===== src/hw/upsc_pkg.sv =====
// Shared constants, field layouts and carrier types of the protocol parameter block.
package upsc_pkg;

   // ==========================================================
   // Register byte offsets on the APB port.
   localparam logic [7:0] OFF_PARAM_TWO = 8'h00;
   localparam logic [7:0] OFF_PARAM_THREE = 8'h04;
   localparam logic [7:0] OFF_PARAM_THREE_HIGH = 8'h08;
   localparam logic [7:0] OFF_TX_CHECKSUM = 8'h0C;
   localparam logic [7:0] OFF_RX_CHECKSUM = 8'h10;
   localparam logic [7:0] OFF_SMARTCARD_CONFIG = 8'h14;
   localparam logic [7:0] OFF_SMARTCARD_IRQ = 8'h18;
   localparam logic [7:0] OFF_WAKE_BAUD_IRQ = 8'h1C;
   localparam logic [7:0] OFF_PROTOCOL_CTRL = 8'h20;

   // ==========================================================
   // Implemented bits of each register; all others read as zero.
   localparam logic [15:0] MASK_PARAM_TWO = 16'h01FF;
   localparam logic [15:0] MASK_PARAM_THREE = 16'hFFFF;
   localparam logic [15:0] MASK_PARAM_THREE_HIGH = 16'h00FF;
   localparam logic [15:0] MASK_CHECKSUM = 16'h00FF;
   localparam logic [15:0] MASK_SMARTCARD_CONFIG = 16'h003E;
   localparam logic [15:0] MASK_SMARTCARD_IRQ = 16'h3737;
   localparam logic [15:0] MASK_WAKE_BAUD_IRQ = 16'h00C4;
   localparam logic [15:0] MASK_PROTOCOL_CTRL = 16'h0077;
   localparam logic [15:0] RESET_VALUE = 16'h0000;

   // ==========================================================
   // Field positions.
   localparam int RPT_SEL_LSB = 4;
   localparam int INVERSE_POLARITY_SELECT_BIT = 3;
   localparam int T_ZERO_PULLDOWN_LENGTH_BIT = 2;
   localparam int CARD_PROTOCOL_SELECT_BIT = 1;
   localparam int RX_RPT_FLAG_BIT = 13;
   localparam int TX_RPT_FLAG_BIT = 12;
   localparam int BLOCK_FLAG_BIT = 10;
   localparam int WAIT_FLAG_BIT = 9;
   localparam int GUARD_FLAG_BIT = 8;
   localparam int SC_FLAG_TO_EN = 8;
   localparam int WAKE_FLAG_BIT = 7;
   localparam int BAUD_FLAG_BIT = 6;
   localparam int BAUD_IRQ_EN_BIT = 2;
   localparam int MODE_LSB = 0;
   localparam int CHK_INCLUDE_BIT = 4;
   localparam int WAKE_EN_BIT = 5;
   localparam int BAUD_EN_BIT = 6;

   // ==========================================================
   // Counts of events and ETU.
   localparam logic [2:0] RX_RECEPTION_LIMIT = 3'h5;
   localparam logic [1:0] PULLDOWN_LONG_ETU = 2'h2;
   localparam logic [1:0] PULLDOWN_SHORT_ETU = 2'h1;

   // ==========================================================
   // Modes and carrier types.
   typedef enum logic [2:0] {
      UPSC_MODE_ASYNC,
      UPSC_MODE_ASYNC_ADDR,
      UPSC_MODE_LIN_CMD,
      UPSC_MODE_LIN_RESP,
      UPSC_MODE_LIN_CMD_RESP,
      UPSC_MODE_SMART_CARD
   } upsc_mode_t;

   typedef struct packed {
      logic valid;
      logic is_pid;
      logic [7:0] data;
   } upsc_byte_ev_t;

   typedef struct packed {
      logic [7:0] resp_tx_count;
      logic [7:0] resp_rx_count;
      logic [7:0] match_addr;
      logic [7:0] match_mask;
   } upsc_lin_cfg_t;

   typedef struct packed {
      logic [1:0] retransmit_count_select;
      logic inverse_polarity_select;
      logic t_zero_pulldown_length;
      logic card_protocol_select;
   } upsc_sc_cfg_t;

   // Adds a byte into a sum and folds the carry back into bit 0.
   function automatic logic [7:0] upsc_sum_wrap(input logic [7:0] a, input logic [7:0] b);
      logic [8:0] s;
      s = {1'b0, a} + {1'b0, b};
      return s[7:0] + {7'h00, s[8]};
   endfunction

endpackage


===== src/hw/upsc_core.sv =====
// Protocol parameter, checksum and smart-card timing block with its APB register file.
//
// Notes on behaviour
// - LIN responder transmit: low byte of parameter two is the response byte count.
// - Address-detect receive: low byte of parameter two is the match address.
// - Smart card: nine-bit parameter two loads the block time counter, one ETU steps.
// - LIN responder receive: low byte of parameter three is the receive byte count.
// - Async receive: parameter three low bits select which address bits are compared.
// - Smart card: waiting time counter is parameter three high and low, 24 bits.
// - LIN transmit checksum: wrapped-carry sum of data, identifier only when enabled.
// - LIN receive checksum: wrapped-carry sum of data, identifier only when enabled.
// - LIN responder modes clear both checksums when a Break is seen.
// - Other modes add every byte into checksums only while the option is set.
// - Smart card: error byte is resent one to four times per select code.
// - T=0 error pull-down lasts two ETU when bit set, else one ETU.
// - Protocol select bit one means T=1, zero means T=0.
// - Receive-repeat flag sets when parity fails on the fifth reception.
// - Transmit-repeat flag sets on line error after the last allowed retransmit.
// - Block, waiting and guard flags set at counter zero; software may write them.
// - Each smart-card flag raises the interrupt only while its enable is set.
// - Wake enabled: falling receive line sets wake flag and event interrupt.
// - Baud detect enabled: final falling edge sets the baud-done flag.
// - Baud-done flag raises the event interrupt only when its enable is set.
// - Smart card: nine-bit parameter one loads the guard time counter.
module upsc_core (
   input wire logic pclk,
   input wire logic presetn,
   input wire logic psel,
   input wire logic penable,
   input wire logic pwrite,
   input wire logic [7:0] paddr,
   input wire logic [31:0] pwdata,
   output logic [31:0] prdata,
   output logic pready,
   output logic pslverr,
   input wire logic rx_line,
   input wire logic etu_tick,
   input wire upsc_pkg::upsc_byte_ev_t tx_ev,
   input wire upsc_pkg::upsc_byte_ev_t rx_ev,
   input wire logic break_detected,
   input wire logic baud_detect_sequence,
   input wire logic rx_addr_valid,
   input wire logic [7:0] rx_addr,
   input wire logic [8:0] param_one_field,
   input wire logic guard_start,
   input wire logic block_start,
   input wire logic wait_start,
   input wire logic sc_rx_parity_err,
   input wire logic sc_rx_char_ok,
   input wire logic sc_tx_line_err,
   input wire logic sc_tx_char_ok,
   input wire logic t0_err_start,
   output upsc_pkg::upsc_mode_t mode,
   output upsc_pkg::upsc_lin_cfg_t lin_cfg,
   output upsc_pkg::upsc_sc_cfg_t sc_cfg,
   output logic addr_match,
   output upsc_pkg::upsc_byte_ev_t card_rx_byte,
   output logic retransmit_req,
   output logic line_pulldown,
   output logic sc_irq,
   output logic event_irq
);
   import upsc_pkg::*;

   // ==========================================================
   // Register storage.
   logic [15:0] param_two;
   logic [15:0] param_three;
   logic [15:0] param_three_high;
   logic [7:0] tx_sum_value;
   logic [7:0] rx_sum_value;
   logic [15:0] smartcard_config;
   logic [15:0] smartcard_irq;
   logic [15:0] wake_baud_irq;
   logic [15:0] protocol_ctrl;

   // ==========================================================
   // APB slave: one wait state, read data and error captured in a flop.
   wire access = psel && penable && !pready;
   wire wr_en = psel && penable && pready && pwrite;
   wire [15:0] wdata = pwdata[15:0];
   wire wr_p2 = wr_en && (paddr == OFF_PARAM_TWO);
   wire wr_p3 = wr_en && (paddr == OFF_PARAM_THREE);
   wire wr_p3h = wr_en && (paddr == OFF_PARAM_THREE_HIGH);
   wire wr_txc = wr_en && (paddr == OFF_TX_CHECKSUM);
   wire wr_rxc = wr_en && (paddr == OFF_RX_CHECKSUM);
   wire wr_scc = wr_en && (paddr == OFF_SMARTCARD_CONFIG);
   wire wr_sci = wr_en && (paddr == OFF_SMARTCARD_IRQ);
   wire wr_wbi = wr_en && (paddr == OFF_WAKE_BAUD_IRQ);
   wire wr_ctl = wr_en && (paddr == OFF_PROTOCOL_CTRL);

   // Read multiplexer; an unmapped address reads zero and answers with an error.
   logic [15:0] rd_mux;
   logic rd_hit;
   always_comb begin
      rd_hit = 1'b1;
      unique case (paddr)
         OFF_PARAM_TWO: rd_mux = param_two;
         OFF_PARAM_THREE: rd_mux = param_three;
         OFF_PARAM_THREE_HIGH: rd_mux = param_three_high;
         OFF_TX_CHECKSUM: rd_mux = {8'h00, tx_sum_value};
         OFF_RX_CHECKSUM: rd_mux = {8'h00, rx_sum_value};
         OFF_SMARTCARD_CONFIG: rd_mux = smartcard_config;
         OFF_SMARTCARD_IRQ: rd_mux = smartcard_irq;
         OFF_WAKE_BAUD_IRQ: rd_mux = wake_baud_irq;
         OFF_PROTOCOL_CTRL: rd_mux = protocol_ctrl;
         default: begin
            rd_mux = RESET_VALUE;
            rd_hit = 1'b0;
         end
      endcase
   end

   // Bus answer flops.
   always_ff @(posedge pclk or negedge presetn) begin
      if (!presetn) begin
         pready <= 1'b0;
         prdata <= 32'h0000_0000;
         pslverr <= 1'b0;
      end else begin
         pready <= access;
         prdata <= (access && !pwrite) ? {16'h0000, rd_mux} : 32'h0000_0000;
         pslverr <= access && !rd_hit;
      end
   end

   // ==========================================================
   // Decoded controls.
   wire [2:0] mode_code = protocol_ctrl[MODE_LSB +: 3];
   wire upsc_mode_t mode_dec = (mode_code > 3'h5) ? UPSC_MODE_ASYNC : upsc_mode_t'(mode_code);
   wire sc_mode = (mode_dec == UPSC_MODE_SMART_CARD);
   wire lin_mode = (mode_dec == UPSC_MODE_LIN_CMD) || (mode_dec == UPSC_MODE_LIN_RESP) ||
                   (mode_dec == UPSC_MODE_LIN_CMD_RESP);
   wire lin_resp = (mode_dec == UPSC_MODE_LIN_RESP) || (mode_dec == UPSC_MODE_LIN_CMD_RESP);
   wire chk_include = protocol_ctrl[CHK_INCLUDE_BIT];
   wire wake_en = protocol_ctrl[WAKE_EN_BIT];
   wire baud_detect_enable = protocol_ctrl[BAUD_EN_BIT];
   wire [1:0] rpt_sel = smartcard_config[RPT_SEL_LSB +: 2];

   // Parameter registers and mode control.
   always_ff @(posedge pclk or negedge presetn) begin
      if (!presetn) begin
         param_two <= RESET_VALUE;
         param_three <= RESET_VALUE;
         param_three_high <= RESET_VALUE;
         smartcard_config <= RESET_VALUE;
         protocol_ctrl <= RESET_VALUE;
      end else begin
         if (wr_p2) param_two <= wdata & MASK_PARAM_TWO;
         if (wr_p3) param_three <= wdata & MASK_PARAM_THREE;
         if (wr_p3h) param_three_high <= wdata & MASK_PARAM_THREE_HIGH;
         if (wr_scc) smartcard_config <= wdata & MASK_SMARTCARD_CONFIG;
         if (wr_ctl) protocol_ctrl <= wdata & MASK_PROTOCOL_CTRL;
      end
   end

   // ==========================================================
   // Checksums: break clear first, then hardware add over any written value.
   wire tx_add = tx_ev.valid && (lin_mode ? (chk_include || !tx_ev.is_pid) : chk_include);
   wire rx_add = rx_ev.valid && (lin_mode ? (chk_include || !rx_ev.is_pid) : chk_include);
   wire [7:0] tx_base = wr_txc ? wdata[7:0] : tx_sum_value;
   wire [7:0] rx_base = wr_rxc ? wdata[7:0] : rx_sum_value;
   wire [7:0] next_tx_sum = (lin_resp && break_detected) ? 8'h00 :
                            tx_add ? upsc_sum_wrap(tx_base, tx_ev.data) : tx_base;
   wire [7:0] next_rx_sum = (lin_resp && break_detected) ? 8'h00 :
                            rx_add ? upsc_sum_wrap(rx_base, rx_ev.data) : rx_base;

   // Checksum flops; outside LIN the option alone gates the add.
   always_ff @(posedge pclk or negedge presetn) begin
      if (!presetn) begin
         tx_sum_value <= 8'h00;
         rx_sum_value <= 8'h00;
      end else begin
         tx_sum_value <= next_tx_sum;
         rx_sum_value <= next_rx_sum;
      end
   end

   // ==========================================================
   // Smart-card time counters: 0 guard, 1 block, 2 waiting.
   logic [23:0] tcnt [3];
   logic [2:0] trun;
   wire [2:0] tstart = {wait_start, block_start, guard_start} & {3{sc_mode}};
   wire [23:0] tload [3];
   assign tload[0] = {15'h0000, param_one_field};
   assign tload[1] = {15'h0000, param_two[8:0]};
   assign tload[2] = {param_three_high[7:0], param_three};
   wire [2:0] thit;
   for (genvar i = 0; i < 3; i++) begin : g_hit
      assign thit[i] = trun[i] && etu_tick && (tcnt[i] <= 24'h00_0001) && !tstart[i];
   end

   // Load on start, step once per ETU, stop on reaching zero.
   always_ff @(posedge pclk or negedge presetn) begin
      if (!presetn) begin
         trun <= 3'h0;
         for (int i = 0; i < 3; i++) tcnt[i] <= 24'h00_0000;
      end else begin
         for (int i = 0; i < 3; i++) begin
            if (tstart[i]) begin
               tcnt[i] <= tload[i];
               trun[i] <= 1'b1;
            end else if (trun[i] && etu_tick) begin
               tcnt[i] <= (tcnt[i] == 24'h00_0000) ? tcnt[i] : tcnt[i] - 24'h00_0001;
               trun[i] <= !thit[i];
            end
         end
      end
   end

   // ==========================================================
   // Repeat counting for receive parity errors and transmit line errors.
   logic [2:0] rx_rpt_cnt;
   logic [2:0] tx_rpt_cnt;
   wire [2:0] rpt_limit = {1'b0, rpt_sel} + 3'h1;
   wire rx_rpt_hit = sc_mode && sc_rx_parity_err && (rx_rpt_cnt + 3'h1 == RX_RECEPTION_LIMIT);
   wire tx_rpt_hit = sc_mode && sc_tx_line_err && (tx_rpt_cnt == rpt_limit);
   wire tx_resend = sc_mode && sc_tx_line_err && (tx_rpt_cnt < rpt_limit);

   // Count failed receptions and retransmits; success or exhaustion restarts the count.
   always_ff @(posedge pclk or negedge presetn) begin
      if (!presetn) begin
         rx_rpt_cnt <= 3'h0;
         tx_rpt_cnt <= 3'h0;
         retransmit_req <= 1'b0;
      end else begin
         if (sc_rx_char_ok || rx_rpt_hit) rx_rpt_cnt <= 3'h0;
         else if (sc_mode && sc_rx_parity_err) rx_rpt_cnt <= rx_rpt_cnt + 3'h1;
         if (sc_tx_char_ok || tx_rpt_hit) tx_rpt_cnt <= 3'h0;
         else if (tx_resend) tx_rpt_cnt <= tx_rpt_cnt + 3'h1;
         retransmit_req <= tx_resend;
      end
   end

   // ==========================================================
   // Smart-card flags and enables; hardware set wins over a software clear.
   logic [15:0] sc_set;
   always_comb begin
      sc_set = 16'h0000;
      sc_set[RX_RPT_FLAG_BIT] = rx_rpt_hit;
      sc_set[TX_RPT_FLAG_BIT] = tx_rpt_hit;
      sc_set[GUARD_FLAG_BIT] = thit[0];
      sc_set[BLOCK_FLAG_BIT] = thit[1];
      sc_set[WAIT_FLAG_BIT] = thit[2];
   end
   wire [15:0] sc_base = wr_sci ? (wdata & MASK_SMARTCARD_IRQ) : smartcard_irq;

   // Wake and baud flags from the synchronised receive line and the detector.
   logic [2:0] rx_sync;
   wire rx_fall = (rx_sync[2:1] == 2'b10);
   logic [15:0] wb_set;
   always_comb begin
      wb_set = 16'h0000;
      wb_set[WAKE_FLAG_BIT] = wake_en && rx_fall;
      wb_set[BAUD_FLAG_BIT] = baud_detect_enable && baud_detect_sequence;
   end
   wire [15:0] wb_base = wr_wbi ? (wdata & MASK_WAKE_BAUD_IRQ) : wake_baud_irq;
   wire [15:0] sc_pend = smartcard_irq & {smartcard_irq[7:0], 8'h00};

   // Flag registers, interrupt outputs and receive line synchroniser.
   always_ff @(posedge pclk or negedge presetn) begin
      if (!presetn) begin
         smartcard_irq <= RESET_VALUE;
         wake_baud_irq <= RESET_VALUE;
         rx_sync <= 3'b111;
         sc_irq <= 1'b0;
         event_irq <= 1'b0;
      end else begin
         smartcard_irq <= sc_base | sc_set;
         wake_baud_irq <= wb_base | wb_set;
         rx_sync <= {rx_sync[1:0], rx_line};
         sc_irq <= |sc_pend;
         event_irq <= wake_baud_irq[WAKE_FLAG_BIT] ||
                      (wake_baud_irq[BAUD_FLAG_BIT] && wake_baud_irq[BAUD_IRQ_EN_BIT]);
      end
   end

   // ==========================================================
   // T=0 error pull-down, counted in ETU ticks.
   logic [1:0] pd_left;
   wire [1:0] pd_len = smartcard_config[T_ZERO_PULLDOWN_LENGTH_BIT] ? PULLDOWN_LONG_ETU : PULLDOWN_SHORT_ETU;
   wire pd_start = sc_mode && !smartcard_config[CARD_PROTOCOL_SELECT_BIT] && t0_err_start;

   // Hold the line low from the start until the chosen number of ETU has passed.
   always_ff @(posedge pclk or negedge presetn) begin
      if (!presetn) begin
         pd_left <= 2'h0;
         line_pulldown <= 1'b0;
      end else if (pd_start) begin
         pd_left <= pd_len;
         line_pulldown <= 1'b1;
      end else if (line_pulldown && etu_tick) begin
         pd_left <= pd_left - 2'h1;
         line_pulldown <= (pd_left != 2'h1);
      end
   end

   // ==========================================================
   // Card character convention: inverse means complemented and bit-reversed.
   wire [7:0] rx_rev = {<<{rx_ev.data}};
   wire use_inverse = sc_mode && smartcard_config[INVERSE_POLARITY_SELECT_BIT];
   wire [7:0] masked_addr_diff = (rx_addr ^ param_two[7:0]) & param_three[7:0];

   // Configuration outputs, address match and converted card character.
   always_ff @(posedge pclk or negedge presetn) begin
      if (!presetn) begin
         mode <= UPSC_MODE_ASYNC;
         lin_cfg <= '0;
         sc_cfg <= '0;
         addr_match <= 1'b0;
         card_rx_byte <= '0;
      end else begin
         mode <= mode_dec;
         lin_cfg.resp_tx_count <= param_two[7:0];
         lin_cfg.match_addr <= param_two[7:0];
         lin_cfg.resp_rx_count <= param_three[7:0];
         lin_cfg.match_mask <= param_three[7:0];
         sc_cfg <= smartcard_config[5:1];
         addr_match <= rx_addr_valid && (masked_addr_diff == 8'h00);
         card_rx_byte.valid <= rx_ev.valid;
         card_rx_byte.is_pid <= rx_ev.is_pid;
         card_rx_byte.data <= use_inverse ? ~rx_rev : rx_ev.data;
      end
   end
endmodule


===== config.mk =====
export PLATFORM = sky130hd
export DESIGN_NAME = upsc_core
export DESIGN_NICKNAME = d
export VERILOG_FILES = /design/src/hw/upsc_pkg.sv /design/src/hw/upsc_core.sv
export SDC_FILE = /design/constraint.sdc
export NUM_CORES = 1
export LEC_CHECK = 0
export ABC_AREA = 1
export ABC_CLOCK_PERIOD_IN_PS = 4930
export BUFFER_PORTS_ARGS = -buffer_cell sky130_fd_sc_hd__buf_2
export CAP_MARGIN = 25
export CELL_PAD_IN_SITES_DETAIL_PLACEMENT = 1
export CELL_PAD_IN_SITES_GLOBAL_PLACEMENT = 1
export CORE_ASPECT_RATIO = 0.8
export CORE_MARGIN = 4
export CORE_UTILIZATION = 46
export DETAILED_ROUTE_END_ITERATION = 10
export MAX_ROUTING_LAYER = met4
export PLACE_DENSITY_LB_ADDON = 0.1
export SYNTH_ARGS = -nofsm -noshare
export SYNTH_HDL_FRONTEND = slang
export SYNTH_SLANG_ARGS = --single-unit
export TNS_END_PERCENT = 10

===== constraint.sdc =====
create_clock -name pclk -period 4.93 [get_ports pclk]
set_clock_uncertainty 0.15 [all_clocks]
set_input_delay 0.2465 -clock pclk [delete_from_list [all_inputs] [get_ports pclk]]
set_output_delay 0.2465 -clock pclk [all_outputs]
set_load 0.01 [all_outputs]

==> results.ini, run 1 <==
[placement]
numPortBuffers = 151
dp_slack_ns = 0.779
hpwl_um = 29600
placed_cell_area_um2 = 13200
gp_congestion = 0.867

[final_layout]
fin_util = 0.555
fillers = 3330
nets = 1939
final_common_cell = nand2_1
stdcell_area_um2 = 14700
area_delta_synth_final_pct = 18.1
most-common-layout-cells = nand2_1 (407), dfrtp_1 (213), inv_1 (193), nor2_1 (170), buf_2 (150)
drive_gt1_frac = 0.142

[status]
status = completed

[worst_setup_path]
crit_fanout = 15
cp_cell_sequence = nand4_1 > inv_2 > nand2_2 > o21ai_1 > ha_1 > inv_1 > fa_1 > inv_1 > nand4_1 > nand3_1 > a21oi_1 > o21bai_1 > ha_1 > ha_1 > inv_1 > nor2_1 > nand2_1 > nor2_1 > nand2_1 > nand2_1 > nand2_1 > o21ai_0 > inv_1
reg2regPathDepth = 23
cp-start-kind = flip-flop
worst_ep_required_time_ns = 5.19
startpoint = pready$_DFF_PN0_
end_kind = flip-flop
cp_slowest_cell = fa_1
r2r_start = pready$_DFF_PN0_
crit_arrival_ns = 4.37
crit_type = flip-flop to flip-flop
max_stage_delay_ns = 0.40

[timing]
finalSetupViolCount = 0
slew-limit-headroom = 0.424
max_freq_mhz = 244
rsz0062_at_grt = false
layout_worst_path_cycle_share = 0.832
drv_slew = 0
fin_tns_setup_ns = 0
period_minus_slack_ns = 4.10
whs_ns = 0.0171
worst_slack_ns = 0.827
hold_viol = 0
worstMarginPinSlew_ns = 0.857

[worst_hold_path]
hold_class = primary input to flip-flop
min_from = tx_ev[8]
holdPathStages = 4

[floorplan]
fp.dieH_um = 155
coreArea_um2 = 26400
placementRows = 53
io_pins = 184
initial_core_util = 0.470
die_x_um = 192
dieArea_um2 = 29700

[synthesis]
synth_cell_types = 52
synth_seq_area_share = 0.436
synthArstFlopShare = 1.00
synth_edf_count = 0
yosysWarningCount = 0
synth.avg_cell_area_um2 = 7.62
syn_area_um2 = 12400
ys_dominant_reg_cell = dfrtp_1
postSynthCellCount = 1628
ys_seq_elements = 216

[routing]
ant_nets = 0
drt-pass1-iter-count = 6
drt_iter0_drc = 586
route.detailed.drc = 0
routed_wirelength_um = 40500
wl_per_cell_um = 18.6
vias = 11703
vias_per_cell = 5.37

[cts]
cts_buffers = 24
clk_transition_reported_paths_ns = 0.06
clk_latency_ns = 0.52
cts.root.buffer_cell = clkbuf_16
post_cts_buffers = 0
cts_tree = done
cts_max_level = 1
clock-sinks = 216
clockBufferDepth = 3

[power_and_ir_drop]
powerDensity_nw_per_um2 = 370
power_leakage_uw = 0.00755
peakVddDrop_uv = 278

[job]
drv_cap = 0

[grt]
grt_max_degree = 111
grt_usage = 0.281
overflow = 0
grt_pass1_wl_um = 65400
grt_antenna_before_repair = 2
grt_pass1_vias = 12354

through the flow:
stage	power [uW]	instances
CTS	5440	2178
floorplan	3010	1643
detailed placement	3390	2085
global placement	3310	2085
global route	5740	2181
finish	5430	2181
where the power goes:
group | internal (uW) | switching (uW)
combinational | 439 | 843
clock | 1240 | 772
sequential | 1960 | 180
synth_stat cells, types with 17 or more instances:
library cell,number,area share
dfrtp_1,213,0.43
a21oi_1,75,0.030
o211ai_1,19,0.011
nand3_1,80,0.032
nand2_1,407,0.12
ha_1,38,0.038
nand4_1,17,0.0086
nor2_1,170,0.051
nor3_1,25,0.010
buf_4,36,0.022
o21ai_1,30,0.012
inv_1,193,0.058
xor2_1,25,0.018
o21ai_0,146,0.059
final timing paths:
path	end	slack (ns)
setup / recovery	rx_sum_value[6]$_DFF_PN0_	0.83
hold / removal	tx_sum_value[1]$_DFF_PN0_	0.02
setup reg to reg	rx_sum_value[6]$_DFF_PN0_	0.83
hold reg to reg	rx_sync[1]$_DFF_PN1_	0.21
max in group asynchronous	tcnt[11]$_DFFE_PN0P_	3.28
min in group asynchronous	retransmit_req$_DFF_PN0_	0.23
routing by layer:
layer / wire length (um) / global-route usage / vias up
met5: 0 / - / -
met4: 988 / 0.0646 / 0
met1: 18200 / 0.382 / 5773
met3: 2130 / 0.0372 / 71
met2: 19200 / 0.455 / 283
li1: - / - / 5576
flip-flops by register name, summed over array words and instances (netlist names), 2 cells and up:
name              count
tcnt                 72
lin_cfg              16
param_three          16
prdata               16
card_rx_byte         10
smartcard_irq        10
param_two             9
param_three_high      8
rx_sum_value          8
tx_sum_value          8
protocol_ctrl         6
sc_cfg                5
smartcard_config      5
mode                  3
rx_rpt_cnt            3
rx_sync               3
trun                  3
tx_rpt_cnt            3
wake_baud_irq         3
pd_left               2
layout make-up:
cell class	count	area (um2)	area share
clock inverters	11	161	0.0110
repair buffers	202	1300	0.0890
flip-flops and latches	216	5410	0.369
diodes	2	5.00	0.000341
clock buffers	33	726	0.0495
multi-input cells	1156	5840	0.398
well taps	357	447	0.0305
inverters	204	766	0.0522
cell families after synthesis:
logic type,count (synthesis),synth area share
other,1,0.000302
muxes,1,0.000907
DFF,216,0.436
and+or+nand+nor,752,0.259
xor gates and xnor gates,36,0.0254
adders and majority gates,40,0.0415
buffers and inverters,271,0.0980
AOI/OAI and AO/OA,311,0.139
critical path, delay by kind of cell (launching register included):
| kind | cells | cell delay [ns] |
|---|---|---|
| flip-flops | 1 | 0.37 |
| AO/OA/AOI/OAI | 4 | 0.66 |
| buffers and inverters | 5 | 0.56 |
| AND/OR/NAND/NOR | 10 | 1.24 |
| adder cells (fa/ha/maj) | 4 | 1.01 |
what timing repair did:
action / in CTS / in global routing
hold endpoints to repair: 153 / 0
resized for setup: 0 / 0
hold buffers: 49 / 0
(Power assumes the default switching activity.)
==> run 2, diff against run 1 <==
--- a/config.mk
+++ b/config.mk
@@ -6,14 +6,14 @@
 export NUM_CORES = 1
 export LEC_CHECK = 0
 export ABC_AREA = 1
-export ABC_CLOCK_PERIOD_IN_PS = 4930
+export ABC_CLOCK_PERIOD_IN_PS = 4270
 export BUFFER_PORTS_ARGS = -buffer_cell sky130_fd_sc_hd__buf_2
 export CAP_MARGIN = 25
 export CELL_PAD_IN_SITES_DETAIL_PLACEMENT = 1
 export CELL_PAD_IN_SITES_GLOBAL_PLACEMENT = 1
 export CORE_ASPECT_RATIO = 0.8
 export CORE_MARGIN = 4
-export CORE_UTILIZATION = 46
+export CORE_UTILIZATION = 42
 export DETAILED_ROUTE_END_ITERATION = 10
 export MAX_ROUTING_LAYER = met4
 export PLACE_DENSITY_LB_ADDON = 0.1
==> constraint.sdc (replaced) <==
create_clock -name pclk -period 4.27 [get_ports pclk]
set_clock_uncertainty 0.15 [all_clocks]
set_input_delay 0.2135 -clock pclk [delete_from_list [all_inputs] [get_ports pclk]]
set_output_delay 0.2135 -clock pclk [all_outputs]
set_load 0.01 [all_outputs]
==> run 2 against run 1 <==
Global-route usage fell by 2.7 points. Flip-flop and latch count did not move. Combinational power rose by 14%. Sequential power rose by 15%. Core utilization fell by 4.4 points. Critical path depth rose by 1. Critical endpoint is now tx_sum_value[6]$_DFF_PN0_.
==> results.ini, run 2 (same netlist as run 1, synthesis figures left out) <==
[status]
status = completed

[cts]
clockBufferDepth = 3
cts_buffers = 24
cts.root.buffer_cell = clkbuf_16
cts_tree = done
clk_transition_reported_paths_ns = 0.06
clock-sinks = 216
clk_latency_ns = 0.54
cts_max_level = 1

[timing]
rsz0062_at_grt = false
max_freq_mhz = 266
fin_tns_setup_ns = 0
whs_ns = 0.0170
period_minus_slack_ns = 3.76
worstMarginPinSlew_ns = 0.820
hold_viol = 0
layout_worst_path_cycle_share = 0.881
finalSetupViolCount = 0
drv_slew = 0
slew-limit-headroom = 0.449

[final_layout]
num_antenna_cells = 0
drive_gt1_frac = 0.143
area_delta_synth_final_pct = 18.3
largest_reg_flops = 72
nets = 1949
final_common_cell = nand2_1
most-common-layout-cells = nand2_1 (407), dfrtp_1 (213), inv_1 (193), nor2_1 (170), buf_2 (150)
top_register = tcnt
stdcell_area_um2 = 14700

[worst_setup_path]
crit_type = flip-flop to flip-flop
cp-start-kind = flip-flop
end_kind = flip-flop
crit_fanout = 16
worst_ep_required_time_ns = 4.54
crit_arrival_ns = 4.04

[power_and_ir_drop]
peakVddDrop_uv = 294
power_leakage_uw = 0.00754
finalPower_uw = 6120
powerDensity_nw_per_um2 = 417

[routing]
vias_per_cell = 5.23
route.detailed.drc = 0
wl_per_cell_um = 18.3
drt_iter0_drc = 631
vias = 11512
drt-pass1-iter-count = 5
ant_nets = 0
routed_wirelength_um = 40200

[floorplan]
coreArea_um2 = 28700
die_x_um = 200
placementRows = 55
dieArea_um2 = 32400
initial_core_util = 0.432
fp.dieH_um = 162
io_pins = 184

[grt]
grt_max_degree = 91
gr-usage-met2 = 0.403
grt_pass1_vias = 12012
busiest_layer = met2
grt_antenna_before_repair = 0
grt_util_met1 = 0.354
grt_use_met3 = 0.0419
grt_pass1_wl_um = 65300
grt_usage = 0.254
overflow = 0

[placement]
hpwl_um = 29700
placed_cell_area_um2 = 13300
gp_congestion = 0.865
numPortBuffers = 151

[worst_hold_path]
hold_class = primary input to flip-flop

[job]
drv_cap = 0

run 2: cell types whose count changed in the layout (fill, tap and decap cells not counted), moves of 2 or more:
cell / change
buf_4: +7
clkinv_2: -5
clkbuf_8: -4
dlygate4sd3_1: +4
clkbuf_1: +3
clkinv_4: +3
diode_2: -2
run 2: stage by stage:
step / setup slack [ns] / std cells / utilization
4_1_cts: 0.355 / 2199 / 0.511
2_1_floorplan: 0.796 / 1643 / -
3_3_place_gp: 0.401 / 2104 / 0.464
5_1_grt: 0.0451 / 2200 / 0.511
3_5_place_dp: 0.257 / 2104 / 0.464
6_report: 0.510 / 2200 / 0.511
run 2: metal layers:
layer,part of all wire,wire length [um]
met4,0.018,707
met2,0.46,18300
met3,0.049,1980
met5,0,0
met1,0.48,19200
run 2: cell type report:
cell class / count / area, um2
fillers: 3602 / 14000
multi-input cells: 1156 / 5840
flip-flops and latches: 216 / 5410
repair buffers: 212 / 1370
inverters: 204 / 768
clock buffers: 31 / 657
well taps: 370 / 463
clock inverters: 11 / 165
run 2: worst paths after layout:
kind,from,end,slack (ns),cells past startpoint
worst min register to register,rx_sync[0]$_DFF_PN1_,rx_sync[1]$_DFF_PN1_,0.21,0
min in group asynchronous,presetn,retransmit_req$_DFF_PN0_,0.11,2
worst min-delay path,block_start,tcnt[47]$_DFFE_PN0P_,0.02,4
worst max-delay path,pready$_DFF_PN0_,tx_sum_value[6]$_DFF_PN0_,0.51,24
max in group asynchronous,presetn,rx_sync[0]$_DFF_PN1_,2.79,3
worst max register to register,pready$_DFF_PN0_,tx_sum_value[6]$_DFF_PN0_,0.51,24
run 2: power breakdown:
group	internal [uW]	switching, uW	total (uW)
Sequential	2260	203	2460
Clock	1280	918	2200
Combinational	510	949	1460
run 2: timing repair:
item	4_1_cts	5_1_grt
resized for setup	0	2
setup buffers	0	1
hold endpoints to repair	147	0
hold buffers	53	0
endpoints found under the setup margin	0	2
run 2: critical path, stage by stage (launching register included):
cell	delay (ns)
dfrtp_1	0.37
nand4_1	0.09
buf_4	0.16
inv_4	0.13
nand2_4	0.14
o21ai_2	0.17
ha_1	0.22
inv_1	0.07
fa_1	0.38
inv_1	0.11
nand3_1	0.11
nand3_1	0.11
a21oi_1	0.07
o21bai_1	0.20
ha_1	0.21
ha_1	0.15
inv_1	0.05
nor2_1	0.15
nand2_1	0.12
nor2_1	0.12
nand2_1	0.09
nand2_1	0.07
nand2_1	0.05
o21ai_1	0.11
inv_1	0.05
==> run 3, diff against run 2 <==
--- a/config.mk
+++ b/config.mk
@@ -6,7 +6,7 @@
 export NUM_CORES = 1
 export LEC_CHECK = 0
 export ABC_AREA = 1
-export ABC_CLOCK_PERIOD_IN_PS = 4270
+export ABC_CLOCK_PERIOD_IN_PS = 4000
 export BUFFER_PORTS_ARGS = -buffer_cell sky130_fd_sc_hd__buf_2
 export CAP_MARGIN = 25
 export CELL_PAD_IN_SITES_DETAIL_PLACEMENT = 1
==> constraint.sdc (replaced) <==
create_clock -name pclk -period 4 [get_ports pclk]
set_clock_uncertainty 0.15 [all_clocks]
set_input_delay 0.2 -clock pclk [delete_from_list [all_inputs] [get_ports pclk]]
set_output_delay 0.2 -clock pclk [all_outputs]
set_load 0.01 [all_outputs]
==> run 3 against run 2 <==
Sequential power up 7%. Global-route usage up 0.37 points. Non-clock buffer count up 14. Hold slack better by 0.0017 ns. Combinational power up 8%. Via count up 1.1%. Clock-buffer cell count unchanged. Largest cell class unchanged.
==> results.ini, run 3 (same netlist as run 1, synthesis figures left out) <==
[floorplan]
dieArea_um2 = 32400
io_pins = 184
placementRows = 55
coreArea_um2 = 28700
initial_core_util = 0.432
die_x_um = 200
fp.dieH_um = 162

[cts]
cts_tree = done
clockBufferDepth = 3
clk_transition_reported_paths_ns = 0.06
clk_latency_ns = 0.53
cts_max_level = 1
cts.root.buffer_cell = clkbuf_16
cts_buffers = 25
clock-sinks = 216

[timing]
layout_worst_path_cycle_share = 0.908
rsz0062_at_grt = false
fin_tns_setup_ns = 0
max_freq_mhz = 275
period_minus_slack_ns = 3.63
slew-limit-headroom = 0.445
drv_slew = 0
hold_viol = 0
finalSetupViolCount = 0
worstMarginPinSlew_ns = 0.826
whs_ns = 0.0187

[worst_setup_path]
cp_slowest_cell = dlygate4sd3_1
rr_endpoint = rx_sum_value[6]$_DFF_PN0_
max_stage_delay_ns = 0.52
reg2regPathDepth = 24
cp-start-kind = primary input
r2r_setup_slack_ns = 0.39
worst_ep_required_time_ns = 4.27
crit_buf_inv = 6
crit_family = simple AND/OR/NAND/NOR gates
end_kind = flip-flop
crit_arrival_ns = 3.90
crit_fanout = 12
r2r_start = pready$_DFF_PN0_
crit_type = primary input to flip-flop
cp_common_cell = nand2_1

[placement]
hpwl_um = 30700
gp_congestion = 0.849
numPortBuffers = 151
dp_cells = 2110

[final_layout]
most-common-layout-cells = nand2_1 (407), dfrtp_1 (213), inv_1 (192), nor2_1 (167), buf_2 (150)
area_delta_synth_final_pct = 20.5
fillers = 3586
fin_util = 0.521
largest_reg_flops = 72
nets = 1964
multi_input_area_um2 = 5900
drive_gt1_frac = 0.155
final_cells = 2217
num_antenna_cells = 0
seq_area_um2 = 5410
final_common_cell = nand2_1
top_register = tcnt

[routing]
vias = 11636
routed_wirelength_um = 40900
ant_nets = 0
drt-pass1-iter-count = 5
drt_iter0_drc = 650
wl_per_cell_um = 18.4
route.detailed.drc = 0
vias_per_cell = 5.25

[grt]
gr-usage-met2 = 0.411
grt_max_degree = 89
grt_util_met1 = 0.363
overflow = 0
grt_usage = 0.258
grt_use_met3 = 0.0309
grt_antenna_before_repair = 0
grt_pass1_wl_um = 66400
busiest_layer = met2
grt_pass1_vias = 12147

[power_and_ir_drop]
combPwrFrac = 0.232
power_leakage_uw = 0.00765
seqPwrFrac = 0.388
p_int_uw = 4580
finalPower_uw = 6790
clockPowerShare = 0.380
switching_share = 0.326
p_switching_uw = 2210
powerDensity_nw_per_um2 = 454
peakVddDrop_uv = 274

[job]
drv_cap = 0

[worst_hold_path]
hold_class = primary input to flip-flop
holdPathEnd = tcnt[47]$_DFFE_PN0P_
min_from = block_start
holdPathStages = 4

[status]
status = completed

run 3: cell types whose count changed in the layout (fill, tap and decap cells not counted), moves of 3 or more:
cell,change
nor2_1,-3
dlygate4sd3_1,+5
o21ai_0,-3
clkinv_2,+3
buf_4,+9
bufinv_16,+3
ha_1,-3
ha_2,+3
clkinv_4,-4
nor2_2,+3
run 3: timing repair:
item | in CTS | in global routing
hold buffers | 58 | 0
endpoints found under the setup margin | 0 | 4
resized for setup | 0 | 20
hold endpoints to repair | 151 | 0
buffers inserted | 0 | 4
run 3: per-stage QoR:
step	setup slack, ns	cell area [um2]
final	0.369	14900
after CTS	0.170	14900
after global routing	0.0186	14900
after global placement	0.238	13400
after detailed placement	0.143	13400
after floorplan	0.526	12500
run 3: worst max path at each step:
stage / to / cells after the start / slack, ns / startpoint
5_1_grt: rx_sum_value[6]$_DFF_PN0_ / 24 / 0.02 / pready$_DFF_PN0_
6_report: rx_sum_value[6]$_DFF_PN0_ / 27 / 0.37 / paddr[0]
3_5_place_dp: rx_sum_value[6]$_DFF_PN0_ / 25 / 0.14 / paddr[2]
4_1_cts: rx_sum_value[6]$_DFF_PN0_ / 26 / 0.17 / paddr[0]
2_1_floorplan: rx_sum_value[6]$_DFF_PN0_ / 24 / 0.53 / pready$_DFF_PN0_
3_3_place_gp: rx_sum_value[6]$_DFF_PN0_ / 25 / 0.24 / paddr[2]
run 3: cell type report:
type | instances | share of cell area
Timing Repair Buffer | 226 | 0.0994
Tap cell | 370 | 0.0310
Clock inverter | 14 | 0.0157
Inverter | 204 | 0.0514
Sequential cell | 216 | 0.362
Clock buffer | 31 | 0.0460
Multi-Input combinational cell | 1156 | 0.395
run 3: power groups by stage:
stage               Clock [uW]  Combinational, uW  Sequential [uW]
finish                    2580               1580             2630
global route              2720               1830             2660
CTS                       2630               1570             2630
detailed placement           0               1510             2660
global placement             0               1440             2650
floorplan                    0               1120             2600
run 3: worst register-to-register path: stages (launching register included):
cell and delay (ns):
dfrtp_1 0.36, nand4_1 0.23, inv_4 0.22, nand2_4 0.09, buf_4 0.19, nand2_1 0.06, o21ai_0 0.14, ha_1 0.36
nand2_1 0.06, inv_1 0.06, nand4_1 0.13, nand3_2 0.11, a21oi_1 0.06, o21bai_1 0.19, ha_2 0.21, ha_1 0.14
inv_1 0.06, nor2_2 0.13, nand2_1 0.09, nor2_1 0.11, nand2_1 0.08, nand2_1 0.06, nand2_1 0.05, o21ai_1 0.13
inv_1 0.06
run 3: routing by layer:
metal	part of all wire	vias up
met4	0.018	0
met1	0.48	5775
met2	0.46	213
met3	0.035	40
met5	0	-
li1	-	5608
